## src/rtl/mras_pkg.sv

```systemverilog
// Purpose: constants and types of the memory ras control block
// Assumes: classic 32-bit wishbone, four ranks, 250 MHz clock
// Notes: register offsets are byte addresses, one word each
// Functional notes
// one rank of two-rank module spares
// mirror keeps branch 0 and 1 identical
// mirrored reads alternate between branches
// mirrored writes go to both branches
// firmware drops mirroring on unsuitable population
// fatal or uncorrectable error raises halting nmi
// recoverable error retried, success resumes normally
// failed retry escalates to fatal error
// firmware acts only on single-bit correctables
// self-test each boot, failing ranks offline
// southbound ten lanes, fail-over to nine
// northbound fourteen lanes, fail-over to thirteen
// lanes checked at init, failure sets fail-over
// lanes checked at fast reset, runtime fail-over
// firmware disables modules on failed link
// no usable memory: firmware halts system
// runtime link failure handled as fatal
// correctable error increments its rank counter
// counters decay at programmable rate
// one counter per rank, threshold ten
// spare fail-over only above threshold
// firmware sets decay period by size
// over threshold: copy to spare, retire rank
// counter floors at zero, saturates at top
package mras_pkg;
  // geometry
  localparam int NRANK = 4;            // ranks under control
  localparam int CW    = 8;            // leaky counter width
  localparam int SBL   = 10;           // southbound lanes
  localparam int NBL   = 14;           // northbound lanes
  // register offsets
  localparam logic [7:0] OFS_CTRL   = 8'h00;
  localparam logic [7:0] OFS_STAT   = 8'h04;
  localparam logic [7:0] OFS_DECAY  = 8'h08;
  localparam logic [7:0] OFS_THRESH = 8'h0c;
  localparam logic [7:0] OFS_CNT    = 8'h10;
  // control fields
  localparam int CTL_MIRROR = 0;       // mirroring on
  localparam int CTL_SPARE  = 1;       // sparing on
  localparam int CTL_SRANK  = 2;       // spare rank, 2 bits
  localparam int CTL_BOFF   = 4;       // branch disable, 2 bits
  // status fields
  localparam int ST_FATAL  = 0;        // fatal seen, write 1 clears
  localparam int ST_SPDONE = 1;        // spare fail-over, w1c
  localparam int ST_SBFO   = 2;        // southbound fail-over
  localparam int ST_NBFO   = 3;        // northbound fail-over
  localparam int ST_LINK   = 4;        // fatal link failure
  localparam int ST_STATE  = 5;        // sequencer state, 3 bits
  localparam int ST_ACT    = 8;        // active ranks, 4 bits
  localparam int ST_FAIL   = 12;       // self-test failed ranks
  // reset values
  localparam logic [CW-1:0] RST_THRESH = 8'h0a;
  // cycles to let lane synchronisers fill before first check
  localparam logic [1:0] SYNC_WAIT = 2'h2;

  // sequencer states
  typedef enum logic [2:0] {
    MS_INIT  = 3'b000,
    MS_BIST  = 3'b001,
    MS_RUN   = 3'b010,
    MS_FRST  = 3'b011,
    MS_RETRY = 3'b100,
    MS_COPY  = 3'b101
  } mras_state_t;

  // state of one leaky counter
  typedef struct packed {
    logic [CW-1:0] cnt;
  } mras_lbc_st_t;
endpackage : mras_pkg

```

## src/rtl/mras_lbc.sv

```systemverilog
// Purpose: leaky bucket counter of one rank
// Assumes: inc and dec are single-cycle strobes on clk_i
// Notes: saturates at all ones, floors at zero
`timescale 1ns/1ps
module mras_lbc
  import mras_pkg::*;
(
  // clock, reset, enable
  input  logic          clk_i,
  input  logic          rst_i,
  input  logic          ce_i,
  // events
  input  logic          inc_i,
  input  logic          dec_i,
  input  logic          clr_i,
  // count
  output logic [CW-1:0] cnt_o
);
  mras_lbc_st_t s_q;   // registered state
  mras_lbc_st_t s_d;   // next state

  // next count; inc and dec together cancel out
  always_comb begin
    s_d = s_q;
    if (clr_i) begin
      s_d.cnt = '0;
    end else if (inc_i && !dec_i && s_q.cnt != '1) begin
      s_d.cnt = s_q.cnt + 1'b1;
    end else if (dec_i && !inc_i && s_q.cnt != '0) begin
      s_d.cnt = s_q.cnt - 1'b1;
    end
  end

  // state register, frozen while ce_i is low
  always_ff @(posedge clk_i) begin
    if (rst_i) begin
      s_q <= '0;
    end else if (ce_i) begin
      s_q <= s_d;
    end
  end

  assign cnt_o = s_q.cnt;
endmodule : mras_lbc

```

## src/rtl/mras_top.sv

```systemverilog
// Purpose: mirroring, sparing, error escalation and lane fail-over
// Assumes: request and error inputs are on clk_i, lane status pins
//          are asynchronous
// Notes: registers on classic wishbone, ack one cycle after request
`timescale 1ns/1ps
module mras_top
  import mras_pkg::*;
(
  // clock, reset, enable
  input  logic             clk_i,
  input  logic             rst_i,
  input  logic             ce_i,
  // wishbone slave
  input  logic             wb_cyc_i,
  input  logic             wb_stb_i,
  input  logic             wb_we_i,
  input  logic [7:0]       wb_adr_i,
  input  logic [3:0]       wb_sel_i,
  input  logic [31:0]      wb_dat_i,
  output logic [31:0]      wb_dat_o,
  output logic             wb_ack_o,
  // transaction steering
  input  logic             rd_req_i,
  input  logic             wr_req_i,
  input  logic             req_br_i,
  output logic [1:0]       rd_br_o,
  output logic [1:0]       wr_br_o,
  // error reports
  input  logic             fatal_err_i,
  input  logic             rec_err_i,
  input  logic             alert_i,
  input  logic             ce_err_i,
  input  logic [1:0]       ce_rank_i,
  output logic             nmi_o,
  // fast reset and retry handshakes
  output logic             frst_o,
  input  logic             frst_done_i,
  output logic             retry_o,
  input  logic             retry_done_i,
  input  logic             retry_ok_i,
  // self-test engine
  output logic             bist_run_o,
  input  logic             bist_done_i,
  input  logic [NRANK-1:0] bist_fail_i,
  // spare copy engine
  output logic             copy_o,
  output logic [1:0]       copy_src_o,
  output logic [1:0]       copy_dst_o,
  input  logic             copy_done_i,
  output logic [NRANK-1:0] act_rank_o,
  // lane pins and fail-over state
  input  logic [SBL-1:0]   sb_lane_ok_i,
  input  logic [NBL-1:0]   nb_lane_ok_i,
  output logic             sb_fo_o,
  output logic             nb_fo_o
);
  // whole state of the block
  typedef struct packed {
    mras_state_t      st;       // sequencer
    logic [1:0]       wcnt;     // init wait
    logic [SBL-1:0]   sb_s1;    // sync stage 1
    logic [SBL-1:0]   sb_s2;    // sync stage 2
    logic [NBL-1:0]   nb_s1;
    logic [NBL-1:0]   nb_s2;
    logic             mirror;   // control bits
    logic             spare_en;
    logic [1:0]       srank;
    logic [1:0]       boff;
    logic [31:0]      decay;    // decay tick interval
    logic [31:0]      pre;      // decay prescaler
    logic [CW-1:0]    thresh;   // sparing threshold
    logic             fatal;    // status bits
    logic             spdone;
    logic             sbfo;
    logic             nbfo;
    logic             link;
    logic [NRANK-1:0] act;      // active ranks
    logic [NRANK-1:0] fail;     // self-test failures
    logic [1:0]       src;      // rank being retired
    logic             rec_pend; // recoverable error waiting
    logic             al_pend;  // alert waiting
    logic             need_rt;  // retry after fast reset
    logic             alt;      // mirrored read toggle
    logic             ack;      // bus answer
    logic [31:0]      dat;      // bus read data
  } mras_top_st_t;

  mras_top_st_t     st_q;             // registered state
  mras_top_st_t     st_d;             // next state
  logic [CW-1:0]    cnt_w [NRANK];    // counter values
  logic [NRANK-1:0] over;             // rank above threshold
  logic [NRANK-1:0] spare_mask;       // spare rank one-hot
  logic             tick;             // decay strobe
  logic             hit;              // some rank needs sparing
  logic [1:0]       hit_rank;         // lowest such rank
  logic             sb_one, sb_many;  // failed lane counts
  logic             nb_one, nb_many;
  logic             req;              // bus cycle present
  logic             rd_alt;           // mirrored read, alternating branch
  logic [31:0]      rdata;            // read mux
  logic [31:0]      mrg;              // byte-merged write

  // byte-lane merge of a write
  function automatic logic [31:0] merge(input logic [31:0] old,
                                        input logic [31:0] nw,
                                        input logic [3:0]  sel);
    logic [31:0] r;
    r = old;
    for (int b = 0; b < 4; b++) begin
      if (sel[b]) r[b*8 +: 8] = nw[b*8 +: 8];
    end
    return r;
  endfunction : merge

  // one leaky counter per rank
  for (genvar g = 0; g < NRANK; g++) begin : g_lbc
    mras_lbc u_lbc (
      .clk_i (clk_i),
      .rst_i (rst_i),
      .ce_i  (ce_i),
      .inc_i (ce_err_i && ce_rank_i == 2'(g)),
      .dec_i (tick),
      .clr_i (copy_done_i && st_q.st == MS_COPY &&
              st_q.src == 2'(g)),
      .cnt_o (cnt_w[g])
    );
  end

  // lane health after the synchroniser; one bad lane is survivable
  assign sb_one  = $countones(~st_q.sb_s2) == 1;
  assign sb_many = $countones(~st_q.sb_s2) > 1;
  assign nb_one  = $countones(~st_q.nb_s2) == 1;
  assign nb_many = $countones(~st_q.nb_s2) > 1;

  // decay strobe; interval zero switches decay off
  assign tick = st_q.decay != '0 && st_q.pre == st_q.decay - 1'b1;

  assign spare_mask = st_q.spare_en ? NRANK'(1) << st_q.srank : '0;

  // lowest active, non-spare rank whose count exceeds the threshold
  always_comb begin
    hit      = 1'b0;
    hit_rank = '0;
    for (int i = 0; i < NRANK; i++) begin
      over[i] = cnt_w[i] > st_q.thresh && st_q.act[i] &&
                !spare_mask[i];
    end
    for (int i = NRANK - 1; i >= 0; i--) begin
      if (over[i]) begin
        hit      = 1'b1;
        hit_rank = 2'(i);
      end
    end
  end

  // register read mux; unmapped words read zero
  always_comb begin
    rdata = '0;
    unique case (wb_adr_i)
      OFS_CTRL: begin
        rdata[CTL_MIRROR]       = st_q.mirror;
        rdata[CTL_SPARE]        = st_q.spare_en;
        rdata[CTL_SRANK +: 2]   = st_q.srank;
        rdata[CTL_BOFF +: 2]    = st_q.boff;
      end
      OFS_STAT: begin
        rdata[ST_FATAL]         = st_q.fatal;
        rdata[ST_SPDONE]        = st_q.spdone;
        rdata[ST_SBFO]          = st_q.sbfo;
        rdata[ST_NBFO]          = st_q.nbfo;
        rdata[ST_LINK]          = st_q.link;
        rdata[ST_STATE +: 3]    = st_q.st;
        rdata[ST_ACT +: NRANK]  = st_q.act;
        rdata[ST_FAIL +: NRANK] = st_q.fail;
      end
      OFS_DECAY:  rdata = st_q.decay;
      OFS_THRESH: rdata[CW-1:0] = st_q.thresh;
      OFS_CNT: begin
        for (int i = 0; i < NRANK; i++) rdata[i*CW +: CW] = cnt_w[i];
      end
      default: rdata = '0;
    endcase
  end

  assign req = wb_cyc_i && wb_stb_i;
  assign mrg = merge(rdata, wb_dat_i, wb_sel_i);

  // next-state logic: bus first so hardware sets win over clears
  always_comb begin
    st_d       = st_q;
    // synchronisers: stage 1 feeds stage 2 only
    st_d.sb_s1 = sb_lane_ok_i;
    st_d.sb_s2 = st_q.sb_s1;
    st_d.nb_s1 = nb_lane_ok_i;
    st_d.nb_s2 = st_q.nb_s1;
    // decay prescaler
    st_d.pre   = tick || st_q.decay == '0 ? '0 : st_q.pre + 1'b1;
    // bus: ack and data one cycle after the request appears
    st_d.ack   = req && !st_q.ack;
    if (req && !st_q.ack) st_d.dat = rdata;
    // writes land at the edge where the master sees ack
    if (req && st_q.ack && wb_we_i) begin
      unique case (wb_adr_i)
        OFS_CTRL: begin
          st_d.mirror   = mrg[CTL_MIRROR];
          st_d.spare_en = mrg[CTL_SPARE];
          st_d.srank    = mrg[CTL_SRANK +: 2];
          st_d.boff     = mrg[CTL_BOFF +: 2];
        end
        OFS_STAT: begin
          if (wb_sel_i[0] && wb_dat_i[ST_FATAL])  st_d.fatal  = 1'b0;
          if (wb_sel_i[0] && wb_dat_i[ST_SPDONE]) st_d.spdone = 1'b0;
        end
        OFS_DECAY:  st_d.decay  = mrg;
        OFS_THRESH: st_d.thresh = mrg[CW-1:0];
        default: ;  // read-only or unmapped: ignored
      endcase
    end
    // mirrored reads flip branch on each request
    if (rd_alt) st_d.alt = !st_q.alt;
    // sequencer
    unique case (st_q.st)
      MS_INIT: begin
        // wait for synchronised lane status, then check lanes
        st_d.wcnt = st_q.wcnt + 1'b1;
        if (st_q.wcnt == SYNC_WAIT) begin
          st_d.sbfo = sb_one;
          st_d.nbfo = nb_one;
          st_d.link = sb_many || nb_many;
          st_d.st   = MS_BIST;
        end
      end
      MS_BIST: begin
        // self-test engine isolates failing ranks
        if (bist_done_i) begin
          st_d.fail = bist_fail_i;
          st_d.act  = ~bist_fail_i & ~spare_mask;
          st_d.st   = MS_RUN;
        end
      end
      MS_RUN: begin
        if (st_q.rec_pend || st_q.al_pend) begin
          st_d.need_rt  = st_q.rec_pend;
          st_d.rec_pend = 1'b0;
          st_d.al_pend  = 1'b0;
          st_d.st       = MS_FRST;
        end else if (hit && st_q.spare_en && !st_q.spdone) begin
          st_d.src = hit_rank;
          st_d.st  = MS_COPY;
        end
      end
      MS_FRST: begin
        // lanes are re-checked while the modules reset
        if (frst_done_i) begin
          if (sb_one) st_d.sbfo = 1'b1;
          if (nb_one) st_d.nbfo = 1'b1;
          if (sb_many || nb_many) begin
            st_d.link  = 1'b1;
            st_d.fatal = 1'b1;
          end
          st_d.st = st_q.need_rt ? MS_RETRY : MS_RUN;
        end
      end
      MS_RETRY: begin
        if (retry_done_i) begin
          if (!retry_ok_i) st_d.fatal = 1'b1;
          st_d.st = MS_RUN;
        end
      end
      MS_COPY: begin
        // spare takes over, failing rank leaves the active set
        if (copy_done_i) begin
          st_d.act[st_q.src]   = 1'b0;
          st_d.act[st_q.srank] = 1'b1;
          st_d.spdone          = 1'b1;
          st_d.st              = MS_RUN;
        end
      end
      default: st_d.st = MS_INIT;  // two codes are unused
    endcase
    // events are latched last so they beat any clear
    if (rec_err_i) st_d.rec_pend = 1'b1;
    if (alert_i) st_d.al_pend = 1'b1;
    if (fatal_err_i) st_d.fatal = 1'b1;
  end

  // state register; reset gives threshold ten, all else zero
  always_ff @(posedge clk_i) begin
    if (rst_i) begin
      st_q        <= '0;
      st_q.thresh <= RST_THRESH;
    end else if (ce_i) begin
      st_q <= st_d;
    end
  end

  // steering: mirrored writes to both images unless one is off
  assign rd_alt = rd_req_i && st_q.mirror && st_q.boff == 2'b00;
  always_comb begin
    rd_br_o = '0;
    wr_br_o = '0;
    if (rd_req_i) begin
      if (rd_alt) rd_br_o = st_q.alt ? 2'b10 : 2'b01;
      else if (st_q.mirror) rd_br_o = ~st_q.boff;
      else rd_br_o = req_br_i ? 2'b10 : 2'b01;
    end
    if (wr_req_i) begin
      if (st_q.mirror) wr_br_o = ~st_q.boff;
      else wr_br_o = req_br_i ? 2'b10 : 2'b01;
    end
  end

  // outputs decoded from registers
  assign wb_ack_o   = st_q.ack;
  assign wb_dat_o   = st_q.dat;
  assign nmi_o      = st_q.fatal;
  assign frst_o     = st_q.st == MS_FRST;
  assign retry_o    = st_q.st == MS_RETRY;
  assign bist_run_o = st_q.st == MS_BIST;
  assign copy_o     = st_q.st == MS_COPY;
  assign copy_src_o = st_q.src;
  assign copy_dst_o = st_q.srank;
  assign act_rank_o = st_q.act;
  assign sb_fo_o    = st_q.sbfo;
  assign nb_fo_o    = st_q.nbfo;
endmodule : mras_top

```

## config.mk

```make
export PLATFORM = sky130hd
export DESIGN_NAME = mras_top
export DESIGN_NICKNAME = d
export VERILOG_FILES = /design/src/rtl/mras_pkg.sv /design/src/rtl/mras_lbc.sv /design/src/rtl/mras_top.sv
export SDC_FILE = /design/constraint.sdc
export NUM_CORES = 1
export LEC_CHECK = 0
export ABC_AREA = 1
export BUFFER_PORTS_ARGS = -buffer_cell sky130_fd_sc_hd__buf_2
export CAP_MARGIN = 20
export CORE_UTILIZATION = 55
export CTS_BUF_LIST = sky130_fd_sc_hd__clkbuf_8
export CTS_CLUSTER_DIAMETER = 150
export DETAILED_ROUTE_END_ITERATION = 8
export PLACE_DENSITY_LB_ADDON = 0.25
export SLEW_MARGIN = 20
export SYNTH_ARGS = -nofsm -noshare
export SYNTH_HDL_FRONTEND = slang
export SYNTH_SLANG_ARGS = --single-unit
export TNS_END_PERCENT = 10
```

## constraint.sdc

```tcl
create_clock -name clk_i -period 3.45 [get_ports clk_i]
set_clock_uncertainty 0.1 [all_clocks]
set_input_delay 0.1725 -clock clk_i [delete_from_list [all_inputs] [get_ports clk_i]]
set_output_delay 0.1725 -clock clk_i [all_outputs]
set_load 0.01 [all_outputs]
```

==> results of run 1 <==
-- metrics by stage --
step / power, mW / util [%] / setup slack, ns / area, um2 / TNS [ns]
after floorplan: 3.53 / - / -0.293 / 14000 / -1.75
after global placement: 3.85 / 64.1 / -0.600 / 16100 / -6.58
after detailed placement: 3.91 / 64.1 / -0.632 / 16100 / -7.85
after CTS: 6.51 / 72.0 / -0.477 / 18100 / -4.18
after global routing: 6.92 / 73.4 / -0.702 / 18400 / -11.09
final: 6.63 / 73.4 / -0.481 / 18400 / -6.22
-- critical path, cell delays in order, from the launching register on --
cell and delay [ns]:
dfxtp_1 0.32, inv_2 0.05, fa_1 0.54, inv_1 0.05, fa_1 0.46, fa_1 0.50
inv_1 0.05, fa_1 0.44, ha_2 0.20, fa_2 0.34, xnor2_1 0.14, inv_1 0.06
nor2_2 0.15, nand3_2 0.12, nand3_2 0.09, nand3_1 0.07, o211ai_1 0.09, inv_1 0.05
-- power groups by stage --
stage               Combinational, mW  Clock (mW)  Sequential (mW)
finish                           1.38        2.55             2.70
global route                     1.52        2.69             2.71
CTS                              1.26        2.56             2.70
detailed placement               1.16           0             2.75
global placement                 1.11           0             2.74
floorplan                       0.818           0             2.72
-- Yosys cell counts, drive strengths merged (2+ instances only) --
cell | count | area share (%)
a32oi | 2 | 0.13
a211oi | 13 | 0.70
inv | 295 | 7.9
nor2 | 338 | 9.5
nor3b | 14 | 0.75
o211ai | 9 | 0.48
a221oi | 21 | 1.3
o31ai | 2 | 0.11
nor3 | 31 | 1.1
a2111oi | 3 | 0.19
fa | 19 | 2.7
or2 | 3 | 0.13
nand4 | 37 | 1.7
a21oi | 172 | 6.1
nand2 | 350 | 9.9
and2 | 2 | 0.089
mux2i | 2 | 0.14
nor4 | 21 | 0.94
xor2 | 29 | 1.8
clkbuf | 52 | 1.4
o21bai | 4 | 0.21
o21ai | 173 | 6.2
ha | 65 | 5.8
nand3b | 14 | 0.75
nand3 | 85 | 3.4
o22ai | 35 | 1.6
buf | 51 | 2.6
o21a | 3 | 0.16
a31oi | 2 | 0.089
dfxtp | 215 | 31
xnor2 | 14 | 0.87
-- cell families after synthesis --
kind of cell / synth area share, %
AOI/OAI and AO/OA: 17.7
DFF: 30.7
buffers and inverters: 12.0
and+or+nand+nor: 28.3
xor gates and xnor gates: 2.69
muxes: 0.143
adders and majority gates: 8.52
-- how the worst min path moves through the flow --
stage,endpoint,slack (ns),cells past startpoint,from
5_1_grt,st_q[119],0.02,3,wb_sel_i[3]
2_1_floorplan,st_d[135],0.21,2,nb_lane_ok_i[5]
3_5_place_dp,st_d[133],0.30,3,nb_lane_ok_i[3]
6_report,st_q[108],0.02,3,wb_dat_i[16]
3_3_place_gp,st_d[132],0.30,3,nb_lane_ok_i[2]
4_1_cts,st_q[114],0.004,3,wb_sel_i[2]
-- area by class of cell --
type                            count  share of cell area [%]
Sequential cell                   215                    23.4
Inverter                          296                    6.04
Clock inverter                     16                   0.543
Clock buffer                       53                    3.96
Antenna cell                        1                  0.0136
Multi-Input combinational cell   1473                    46.4
Timing Repair Buffer              445                    17.4
Tap cell                          330                    2.24
-- repair_timing --
action	CTS	global route
endpoints found under the hold margin	83	0
buffers inserted	16	13
setup endpoints to repair	24	36
hold buffers	77	0
cloned	2	0
gates resized for setup	80	74
pin swaps	34	71
-- layer usage --
metal	global-route usage (%)	vias to the layer above	share of wire [%]
met1	44.2	7427	40
met5	0	-	0
met2	60.7	782	47
li1	-	7618	-
met4	19.6	0	5.7
met3	4.88	196	7.6
-- sequential cells by signal, indices dropped and copies added, names as in the netlist, 2 cells and up --
name	cells
st_d	24
g_lbc.u_lbc.cnt_o	32
st_q	115
wb_dat_o	32
copy_dst_o	2
copy_src_o	2
act_rank_o	4
-- layout by cell type, fill, tap and decap left out, drive strengths merged, types with 9 or more instances in the layout --
cell type    instances
buf                368
nand2              350
nor2               340
inv                307
dfxtp              215
o21ai              173
a21oi              172
nand3               85
dlygate4sd3         77
ha                  65
clkbuf              53
nand4               37
o22ai               35
nor3                31
xor2                29
nor4                21
a221oi              21
fa                  19
nand3b              14
xnor2               14
nor3b               14
a211oi              13
o211ai               9
==> Implementation_results.wiki, run 1 <==
{| class="wikitable"
! Metric !! Value
|-
| Sequential group share of total power || between 40% and 50%
|-
| Number of top-level pins || ~140
|-
| P per Cell Area || about 360 nW/um2
|-
| Die area || between 20000 and 30000 um2
|-
| Row count || just under 60
|-
| Switch share || 30.7%
|-
| Length of the first detailed-routing pass in iterations || 6
|-
| CTS Root Cell || clkbuf_8
|-
| Clock Path Buffers || 3
|-
| Cell depth of the worst flop-to-flop path || 17
|-
| Number of design-rule violations left by the first detailed-router iteration || ~1400
|-
| Worst R2R Setup Slack || -0.48 ns
|-
| Antenna violations before repair || 1
|-
| Weighted congestion at the end of routability-driven global placement || 0.994
|-
| Highest clock frequency the design can meet || about 250 MHz
|-
| Wire length reported by the detailed router || slightly below 50000 um
|-
| Number of cells produced by synthesis || approximately 2100
|-
| Distinct cell type count of the synthesized netlist || 53
|-
| Critical path peak fanout || 2
|-
| Type of the worst setup path || reg -> reg
|-
| Wire length of the first global-routing pass || approximately 75000 um
|-
| Sequential element share of the synthesized area || between 30% and 40%
|-
| Non-filler instance count after layout || between 2000 and 3000
|-
| Multi-input combinational cell area || roughly 8600 um2
|-
| Violations in the final reports || negative setup slack
|-
| Routed length per instance || around 17 um
|-
| Gate power share || 20.8%
|-
| Netlist area before placement || between 10000 and 15000 um2
|-
| Most used flip-flop cell after synthesis || dfxtp_1
|-
| Post-detailed-route count of antenna-violating nets || 0
|-
| Worst Setup EP || nmi_o
|-
| Number of clock buffers inserted by TritonCTS || 40
|-
| Class of the tightest hold or removal check || in -> reg
|-
| Height of the chip || 162 um
|-
| Placed instance count || between 2000 and 3000
|-
| Number of DRC violations after detailed routing || 0
|-
| Via count || about 16000
|-
| Area added between synthesis and finish || 31.6%
|-
| Slew at the pin closest to its max-slew limit || ~1.1 ns
|-
| Worst flop-to-flop path startpoint || st_q[130]
|-
| Worst skew pair latency || between 0.5 and 0.6 ns
|-
| # Max-Cap Violations || 0
|-
| Number of H-tree branching levels || 2
|-
| Clock network fraction of total power || 38.4%
|-
| Average footprint of a synthesized cell || approximately 6.7 um2
|-
| CTS tree || built
|-
| Async set or reset register ratio after synthesis || 0%
|-
| Sort of element at the start of the critical path || flop
|-
| Number of port buffers || 143
|-
| Synthesis Warnings || 0
|-
| Overall die width || between 150 and 200 um
|-
| Sinks on Clock Net || 215
|-
| Core box area || approximately 25000 um2
|-
| Signal arrival time at the worst endpoint || between 4 and 5 ns
|-
| Clock Pin Slew Worst Setup and Hold Paths || around 0.060 ns
|-
| Count of final max-slew check failures || 0
|-
| RSZ-0062 raised after global routing || true
|-
| Final worst-path setup slack || -0.481 ns
|-
| Initial standard-cell utilization of the core || 55.8%
|-
| FF-to-FF End || nmi_o
|-
| Internal power of the cells || about 4.6 mW
|-
| Pin count of the biggest net entering global routing || just over 80
|-
| Period Utilization, post-route || 114%
|-
| Clock period minus final worst setup slack || approximately 3.9 ns
|-
| Post-layout net count || 2647
|-
| Switching power of the nets || between 2 and 2.5 mW
|-
| Critical Path Start || st_q[130]
|-
| Worst vdd ir || about 0.00036 V
|-
| Worst slew margin relative to its limit || ~28%
|-
| Global Route Usage Sum || between 30% and 40%
|-
| Data required time of the worst path || approximately 3.8 ns
|-
| Hold violation total from the final report || 0
|-
| Drt via density || approximately 5.7
|-
| FILL cells || just over 2000
|-
| Post-synth EDFFs || 0
|-
| Number of register bits inferred by synthesis || ~220
|-
| Number of global-route vias before repair || 15100
|-
| Fraction of layout cells with a size suffix above 1 || 23.3%
|-
| Tightest hold margin || ~0.022 ns
|-
| Leakage component of the power || ~8.7 nW
|-
| DP HPWL || 34300 um
|-
| Outcome || finished, violations left
|-
| Post-Syn Nets || 2261
|-
| Global-route congestion overflow total || 0
|-
| CP Capture Type || flop
|-
| Setup violation total in the final timing report || 20
|-
| Seq. cell area || between 4000 and 5000 um2
|}
Note: power is estimated with default switching activity, not from simulation.
==> run 2: changes to the inputs <==
--- a/config.mk
+++ b/config.mk
@@ -8,10 +8,11 @@
 export ABC_AREA = 1
 export BUFFER_PORTS_ARGS = -buffer_cell sky130_fd_sc_hd__buf_2
 export CAP_MARGIN = 20
-export CORE_UTILIZATION = 55
+export CORE_UTILIZATION = 47
 export CTS_BUF_LIST = sky130_fd_sc_hd__clkbuf_8
 export CTS_CLUSTER_DIAMETER = 150
 export DETAILED_ROUTE_END_ITERATION = 8
+export GPL_TIMING_DRIVEN = 0
 export PLACE_DENSITY_LB_ADDON = 0.25
 export SLEW_MARGIN = 20
 export SYNTH_ARGS = -nofsm -noshare
==> Implementation_results.wiki, run 2 (same netlist as run 1, synthesis figures left out) <==
{| class="wikitable"
! Metric !! Value
|-
| Area added between synthesis and finish || 26.6%
|-
| Slew at the pin closest to its max-slew limit || 0.953 ns (-0.105 ns)
|-
| Via count || 15500 (-3.2%)
|-
| Pin count of the biggest net entering global routing || 12 (-86%)
|-
| CTS Root Cell || clkbuf_8
|-
| Number of port buffers || 140 (-2.1%)
|-
| Overall die width || 175 um (+8.1%)
|-
| Worst skew pair latency || 0.58 ns (about the same)
|-
| Count of final max-slew check failures || 0 (unchanged)
|-
| Violations in the final reports || negative setup slack
|-
| Data required time of the worst path || 3.83 ns (about the same)
|-
| FILL cells || 2696 (+31%)
|-
| P per Cell Area || 385 nW/um2 (+7.1%)
|-
| Number of DRC violations after detailed routing || 0 (unchanged)
|-
| Placed Area || 15200 um2 (-5.5%)
|-
| Fraction of layout cells with a size suffix above 1 || 18.8% (-4.5 points)
|-
| Wire length of the first global-routing pass || 78200 um (+4.4%)
|-
| Drt via density || 5.54 (-2.1%)
|-
| Antenna violations before repair || 0 (-1)
|-
| Length of the first detailed-routing pass in iterations || 7 (+1)
|-
| Critical path buffer and inverter count || 5 (unchanged)
|-
| Kind of cell adding the most delay to the critical path || adder cells
|-
| Clock Path Buffers || 3 (unchanged)
|-
| Global Route Usage Sum || 32.8% (-3.1 points)
|-
| Hold violation total from the final report || 0 (unchanged)
|-
| Outcome || finished, violations left
|-
| Post-detailed-route count of antenna-violating nets || 0 (unchanged)
|-
| # Max-Cap Violations || 0 (unchanged)
|-
| Class of the tightest hold or removal check || in -> reg
|-
| Leading cell type in the layout, fill and taps excluded || nand2_1
|-
| Most flops, register || st_q
|-
| Number of design-rule violations left by the first detailed-router iteration || 1326 (-3.0%)
|-
| Die area || 30500 um2 (+17%)
|-
| Number of top-level pins || 144 (unchanged)
|-
| Sinks on Clock Net || 215 (unchanged)
|-
| Signal arrival time at the worst endpoint || 4.37 ns (+0.07 ns)
|-
| Global-route congestion overflow total || 0 (unchanged)
|-
| Post-route cell area || 17700 um2 (-3.8%)
|-
| Setup violation total in the final timing report || 21 (+5.0%)
|-
| Number of global-route vias before repair || 14600 (-3.1%)
|-
| Height of the chip || 175 um (+8.1%)
|-
| Highest-count cells in the layout ignoring fill and taps || nand2_1, nor2_1, inv_1, dfxtp_1, a21oi_1
|-
| Total Power || 6.83 mW (+3.0%)
|-
| Worst slew margin relative to its limit || 36.3% (+8.7 points)
|-
| Post-layout net count || 2556 (-3.4%)
|-
| DP HPWL || 38400 um (+12%)
|-
| Routed length per instance || 18.3 um (+6.6%)
|-
| Post-Place Setup Slack || -1.12 ns (-0.486 ns)
|-
| Leakage component of the power || 8.12 nW (-6.9%)
|-
| Core box area || 29000 um2 (+16%)
|-
| Non-filler instance count after layout || 2796 (-1.2%)
|-
| Cell chain of the critical path || inv_2 > fa_1 > inv_1 > fa_1 > fa_1 > inv_1 > fa_1 > ha_2 > fa_2 > xnor2_1 > inv_1 > nor2_2 > nand3_1 > nand3_1 > nand3_1 > o211ai_1 > inv_1
|-
| Clock period minus final worst setup slack || 3.99 ns (+0.0588 ns)
|-
| Number of H-tree branching levels || 2 (unchanged)
|-
| Largest register FFs || 115 (unchanged)
|-
| Setup Total Neg Slack || -6.16 ns (+0.0599 ns)
|-
| Weighted congestion at the end of routability-driven global placement || 0.971 (-2.4%)
|-
| Row count || 62 (+6.9%)
|-
| Clock Pin Slew Worst Setup and Hold Paths || 0.06 ns (about the same)
|-
| Period Utilization, post-route || 116% (+1.7 points)
|-
| CP Capture Type || flop
|-
| Cell with the biggest individual delay on the critical path || fa_1
|-
| RSZ-0062 raised after global routing || true
|-
| CTS tree || built
|-
| Post-Route Utilization || 61.2% (-12 points)
|-
| Initial standard-cell utilization of the core || 48.3% (-7.5 points)
|-
| Delay of the slowest critical-path stage || 0.54 ns (about the same)
|-
| Worst vdd ir || 0.000456 V (+26%)
|-
| Highest clock frequency the design can meet || 251 MHz (-1.5%)
|-
| Wire length reported by the detailed router || 51300 um (+5.4%)
|-
| Type of the worst setup path || reg -> reg
|-
| Final worst-path setup slack || -0.540 ns (-0.0588 ns)
|-
| Tightest hold margin || 0.0395 ns (+0.0173 ns)
|-
| Number of clock buffers inserted by TritonCTS || 40 (unchanged)
|-
| Critical path peak fanout || 2 (unchanged)
|-
| Sort of element at the start of the critical path || flop
|-
| Placed instance count || 2609 (-1.6%)
|}
==> run 2: tightest hold or removal path: stages <==
cell and delay, ns:
buf_1 0.20, a21oi_1 0.18, a221oi_1 0.08
==> run 2: worst paths after layout <==
check,from,slack (ns),depth (start not counted),endpoint
worst max-delay path,st_q[130],-0.54,17,nmi_o
worst min-delay path,wb_sel_i[3],0.04,3,st_q[119]
worst max register to register,st_q[130],-0.54,17,nmi_o
worst min register to register,st_q[160],0.37,2,st_q[160]
==> run 2: layout make-up <==
type	count	area (um2)	share of cell area [%]
Tap cell	384	480	2.71
Multi-Input combinational cell	1473	8620	48.6
Timing Repair Buffer	251	1760	9.92
Clock inverter	23	194	1.09
Sequential cell	215	4330	24.4
Antenna cell	1	2.50	0.0141
Inverter	296	1120	6.30
Clock buffer	50	688	3.88
Buffer	103	562	3.17
==> run 2: per-layer routing <==
metal,track usage (%),vias to the layer above,wire length (um)
li1,-,7439,-
met1,41.4,7249,21000
met2,54.3,670,23800
met3,5.35,145,4040
met4,15.8,0,2480
met5,0,-,0
==> run 2: timing repair <==
action | CTS | global route
resized for setup | 93 | 77
hold buffers | 71 | 0
buffers inserted | 19 | 21
gates cloned | 2 | 0
endpoints found under the setup margin | 33 | 34
endpoints found under the hold margin | 81 | 0
pin swaps | 44 | 76
==> run 2: where the power goes <==
part	internal, mW	total, mW	switching [mW]	leakage, nW
sequential	2.60	2.70	0.103	1.76
clock	1.55	2.76	1.21	0.488
combinational	0.573	1.37	0.796	5.88
total	4.72	6.83	2.11	8.12
==> run 3: changes to the inputs <==
==> constraint.sdc (replaced) <==
create_clock -name clk_i -period 3.45 [get_ports clk_i]
set_clock_uncertainty 0.1 [all_clocks]
set_input_delay 0 -clock clk_i [delete_from_list [all_inputs] [get_ports clk_i]]
set_output_delay 0 -clock clk_i [all_outputs]
set_load 0.01 [all_outputs]
==> Implementation_results.wiki, run 3 (same netlist as run 1, synthesis figures left out) <==
{| class="wikitable"
! Metric !! Value
|-
| Outcome || finished, violations left
|-
| Violations in the final reports || negative setup slack
|-
| Number of H-tree branching levels || 2 (unchanged)
|-
| CP Capture Type || flop
|-
| Wire length reported by the detailed router || 52300 um (+2.0%)
|-
| Highest-count cells in the layout ignoring fill and taps || nand2_1, nor2_1, inv_1, dfxtp_1, a21oi_1
|-
| CTS Root Cell || clkbuf_8
|-
| Tightest hold margin || 0.0455 ns (+0.00591 ns)
|-
| Clock Pin Slew Worst Setup and Hold Paths || 0.06 ns (about the same)
|-
| Top routing layer used || met4
|-
| Period Utilization, post-route || 116% (+0.55 points)
|-
| Initial standard-cell utilization of the core || 48.3% (unchanged)
|-
| Wire length on met3 || 4250 um (+5.1%)
|-
| Leakage component of the power || 8.30 nW (+2.2%)
|-
| Number of clock buffers inserted by TritonCTS || 40 (unchanged)
|-
| Global Route Usage Sum || 33.4% (+0.65 points)
|-
| Pin count of the biggest net entering global routing || 12 (unchanged)
|-
| Worst vdd ir || 0.000457 V (+0.36%)
|-
| Die area || 30500 um2 (unchanged)
|-
| Antenna violations before repair || 0 (unchanged)
|-
| Routed length per instance || 18.5 um (+0.82%)
|-
| Hold Crit Depth || 8 (+5)
|-
| Leading cell type in the layout, fill and taps excluded || nand2_1
|-
| Worst skew pair latency || 0.58 ns (about the same)
|-
| Core box area || 29000 um2 (unchanged)
|-
| Clock Path Buffers || 3 (unchanged)
|-
| Final worst-path setup slack || -0.559 ns (-0.0189 ns)
|-
| Area added between synthesis and finish || 29.3%
|-
| Routed metal-1 wire length || 21000 um (about the same)
|-
| Highest clock frequency the design can meet || 249 MHz (-0.47%)
|-
| Hold violation total from the final report || 0 (unchanged)
|-
| Most flops, register || st_q
|-
| Data required time of the worst path || 3.82 ns (about the same)
|-
| Total Power || 6.86 mW (+0.44%)
|-
| Placed instance count || 2609 (unchanged)
|-
| Global-route congestion overflow total || 0 (unchanged)
|-
| Number of global-route vias before repair || 15000 (+2.6%)
|-
| Setup Total Neg Slack || -6.56 ns (-0.401 ns)
|-
| Post-Route Utilization || 62.5% (+1.3 points)
|-
| Setup violation total in the final timing report || 21 (unchanged)
|-
| Count of final max-slew check failures || 0 (unchanged)
|-
| DP HPWL || 38400 um (unchanged)
|-
| Cell depth of the worst flop-to-flop path || 17 (unchanged)
|-
| Signal arrival time at the worst endpoint || 4.38 ns (about the same)
|-
| Critical path peak fanout || 2 (unchanged)
|-
| Post-detailed-route count of antenna-violating nets || 0 (unchanged)
|-
| Clock period minus final worst setup slack || 4.01 ns (+0.0189 ns)
|-
| Non-filler instance count after layout || 2830 (+1.2%)
|-
| Via count || 15800 (+2.1%)
|-
| Wire length of the first global-routing pass || 79900 um (+2.2%)
|-
| Number of top-level pins || 144 (unchanged)
|-
| RSZ-0062 raised after global routing || true
|-
| Weighted congestion at the end of routability-driven global placement || 0.971 (unchanged)
|-
| Worst slew margin relative to its limit || 36.0% (-0.30 points)
|-
| Class of the tightest hold or removal check || in -> reg
|-
| Fraction of layout cells with a size suffix above 1 || 18.4% (-0.35 points)
|-
| Post-layout net count || 2591 (+1.4%)
|-
| Largest register FFs || 115 (unchanged)
|-
| Multi-input combinational cell area || 8620 um2 (about the same)
|-
| Height of the chip || 175 um (unchanged)
|-
| Sum of met2 wire segment lengths after detailed routing || 24300 um (+2.1%)
|-
| FILL cells || 2642 (-2.0%)
|-
| Overall die width || 175 um (unchanged)
|-
| Type of the worst setup path || reg -> reg
|-
| Number of DRC violations after detailed routing || 0 (unchanged)
|-
| Number of design-rule violations left by the first detailed-router iteration || 1453 (+9.6%)
|-
| CTS tree || built
|-
| Row count || 62 (unchanged)
|-
| Length of the first detailed-routing pass in iterations || 8 (+1)
|-
| Number of port buffers || 140 (unchanged)
|-
| Sort of element at the start of the critical path || flop
|-
| Sinks on Clock Net || 215 (unchanged)
|-
| Slew at the pin closest to its max-slew limit || 0.957 ns (+0.00446 ns)
|-
| P per Cell Area || 379 nW/um2 (-1.6%)
|-
| Number of antenna repair diodes || 0 (-1)
|-
| Drt via density || 5.59 (+0.88%)
|-
| # Max-Cap Violations || 0 (unchanged)
|-
| Seq. cell area || 4330 um2 (unchanged)
|}
-- run 3: cell types whose count changed in the layout (fill, tap and decap cells not counted) --
cell	before	now
buf_12	3	4
buf_4	75	72
diode_2	1	0
dlygate4sd3_1	71	108
nor2_2	22	21
nor2_4	23	24
-- run 3: area by class of cell --
type / instances / area share [%]
inverters: 296 / 6.17
clock inverters: 23 / 1.07
clock buffers: 50 / 3.80
flip-flops and latches: 215 / 23.9
well taps: 384 / 2.65
multi-input cells: 1473 / 47.6
plain buffers: 103 / 3.10
repair buffers: 286 / 11.7
-- run 3: final timing paths --
path | startpoint | endpoint | slack [ns]
worst max-delay path | st_q[130] | nmi_o | -0.56
worst min-delay path | wb_stb_i | nmi_o | 0.05
worst max register to register | st_q[130] | nmi_o | -0.56
worst min register to register | st_q[160] | st_q[160] | 0.37
-- run 3: power by group --
part / switching, mW / internal, mW / total, mW / leakage (nW)
registers: 0.103 / 2.60 / 2.70 / 1.76
clock network: 1.22 / 1.55 / 2.77 / 0.488
logic: 0.803 / 0.586 / 1.39 / 6.06
-- run 3: what timing repair did --
item / in CTS / in global routing
pin swaps: 44 / 76
cloned: 2 / 0
gates resized for setup: 93 / 78
hold buffers: 108 / 0
hold endpoints to repair: 93 / 0
endpoints found under the setup margin: 33 / 35
setup buffers: 19 / 19
-- run 3: worst max-delay path, stage by stage (launching register included) --
cell and delay (ns):
dfxtp_2 0.32, inv_2 0.05, fa_1 0.54, inv_1 0.06, fa_1 0.47, fa_1 0.53
inv_1 0.06, fa_1 0.45, ha_2 0.20, fa_2 0.34, xnor2_1 0.17, inv_1 0.07
nor2_2 0.10, nand3_1 0.11, nand3_1 0.10, nand3_1 0.08, o211ai_1 0.10, inv_1 0.06
-- run 3: metrics by stage --
step / area [um2] / worst slack, ns
2_1_floorplan: 14000 / -0.293
3_3_place_gp: 15200 / -1.07
3_5_place_dp: 15200 / -1.12
4_1_cts: 17700 / -0.538
5_1_grt: 18100 / -0.744
6_report: 18100 / -0.559
-- run 3: metal layers --
metal	up-vias	global-route usage, %
met5	-	0
met4	0	16.8
met3	177	4.57
met2	789	55.8
met1	7342	42.2
li1	7521	-
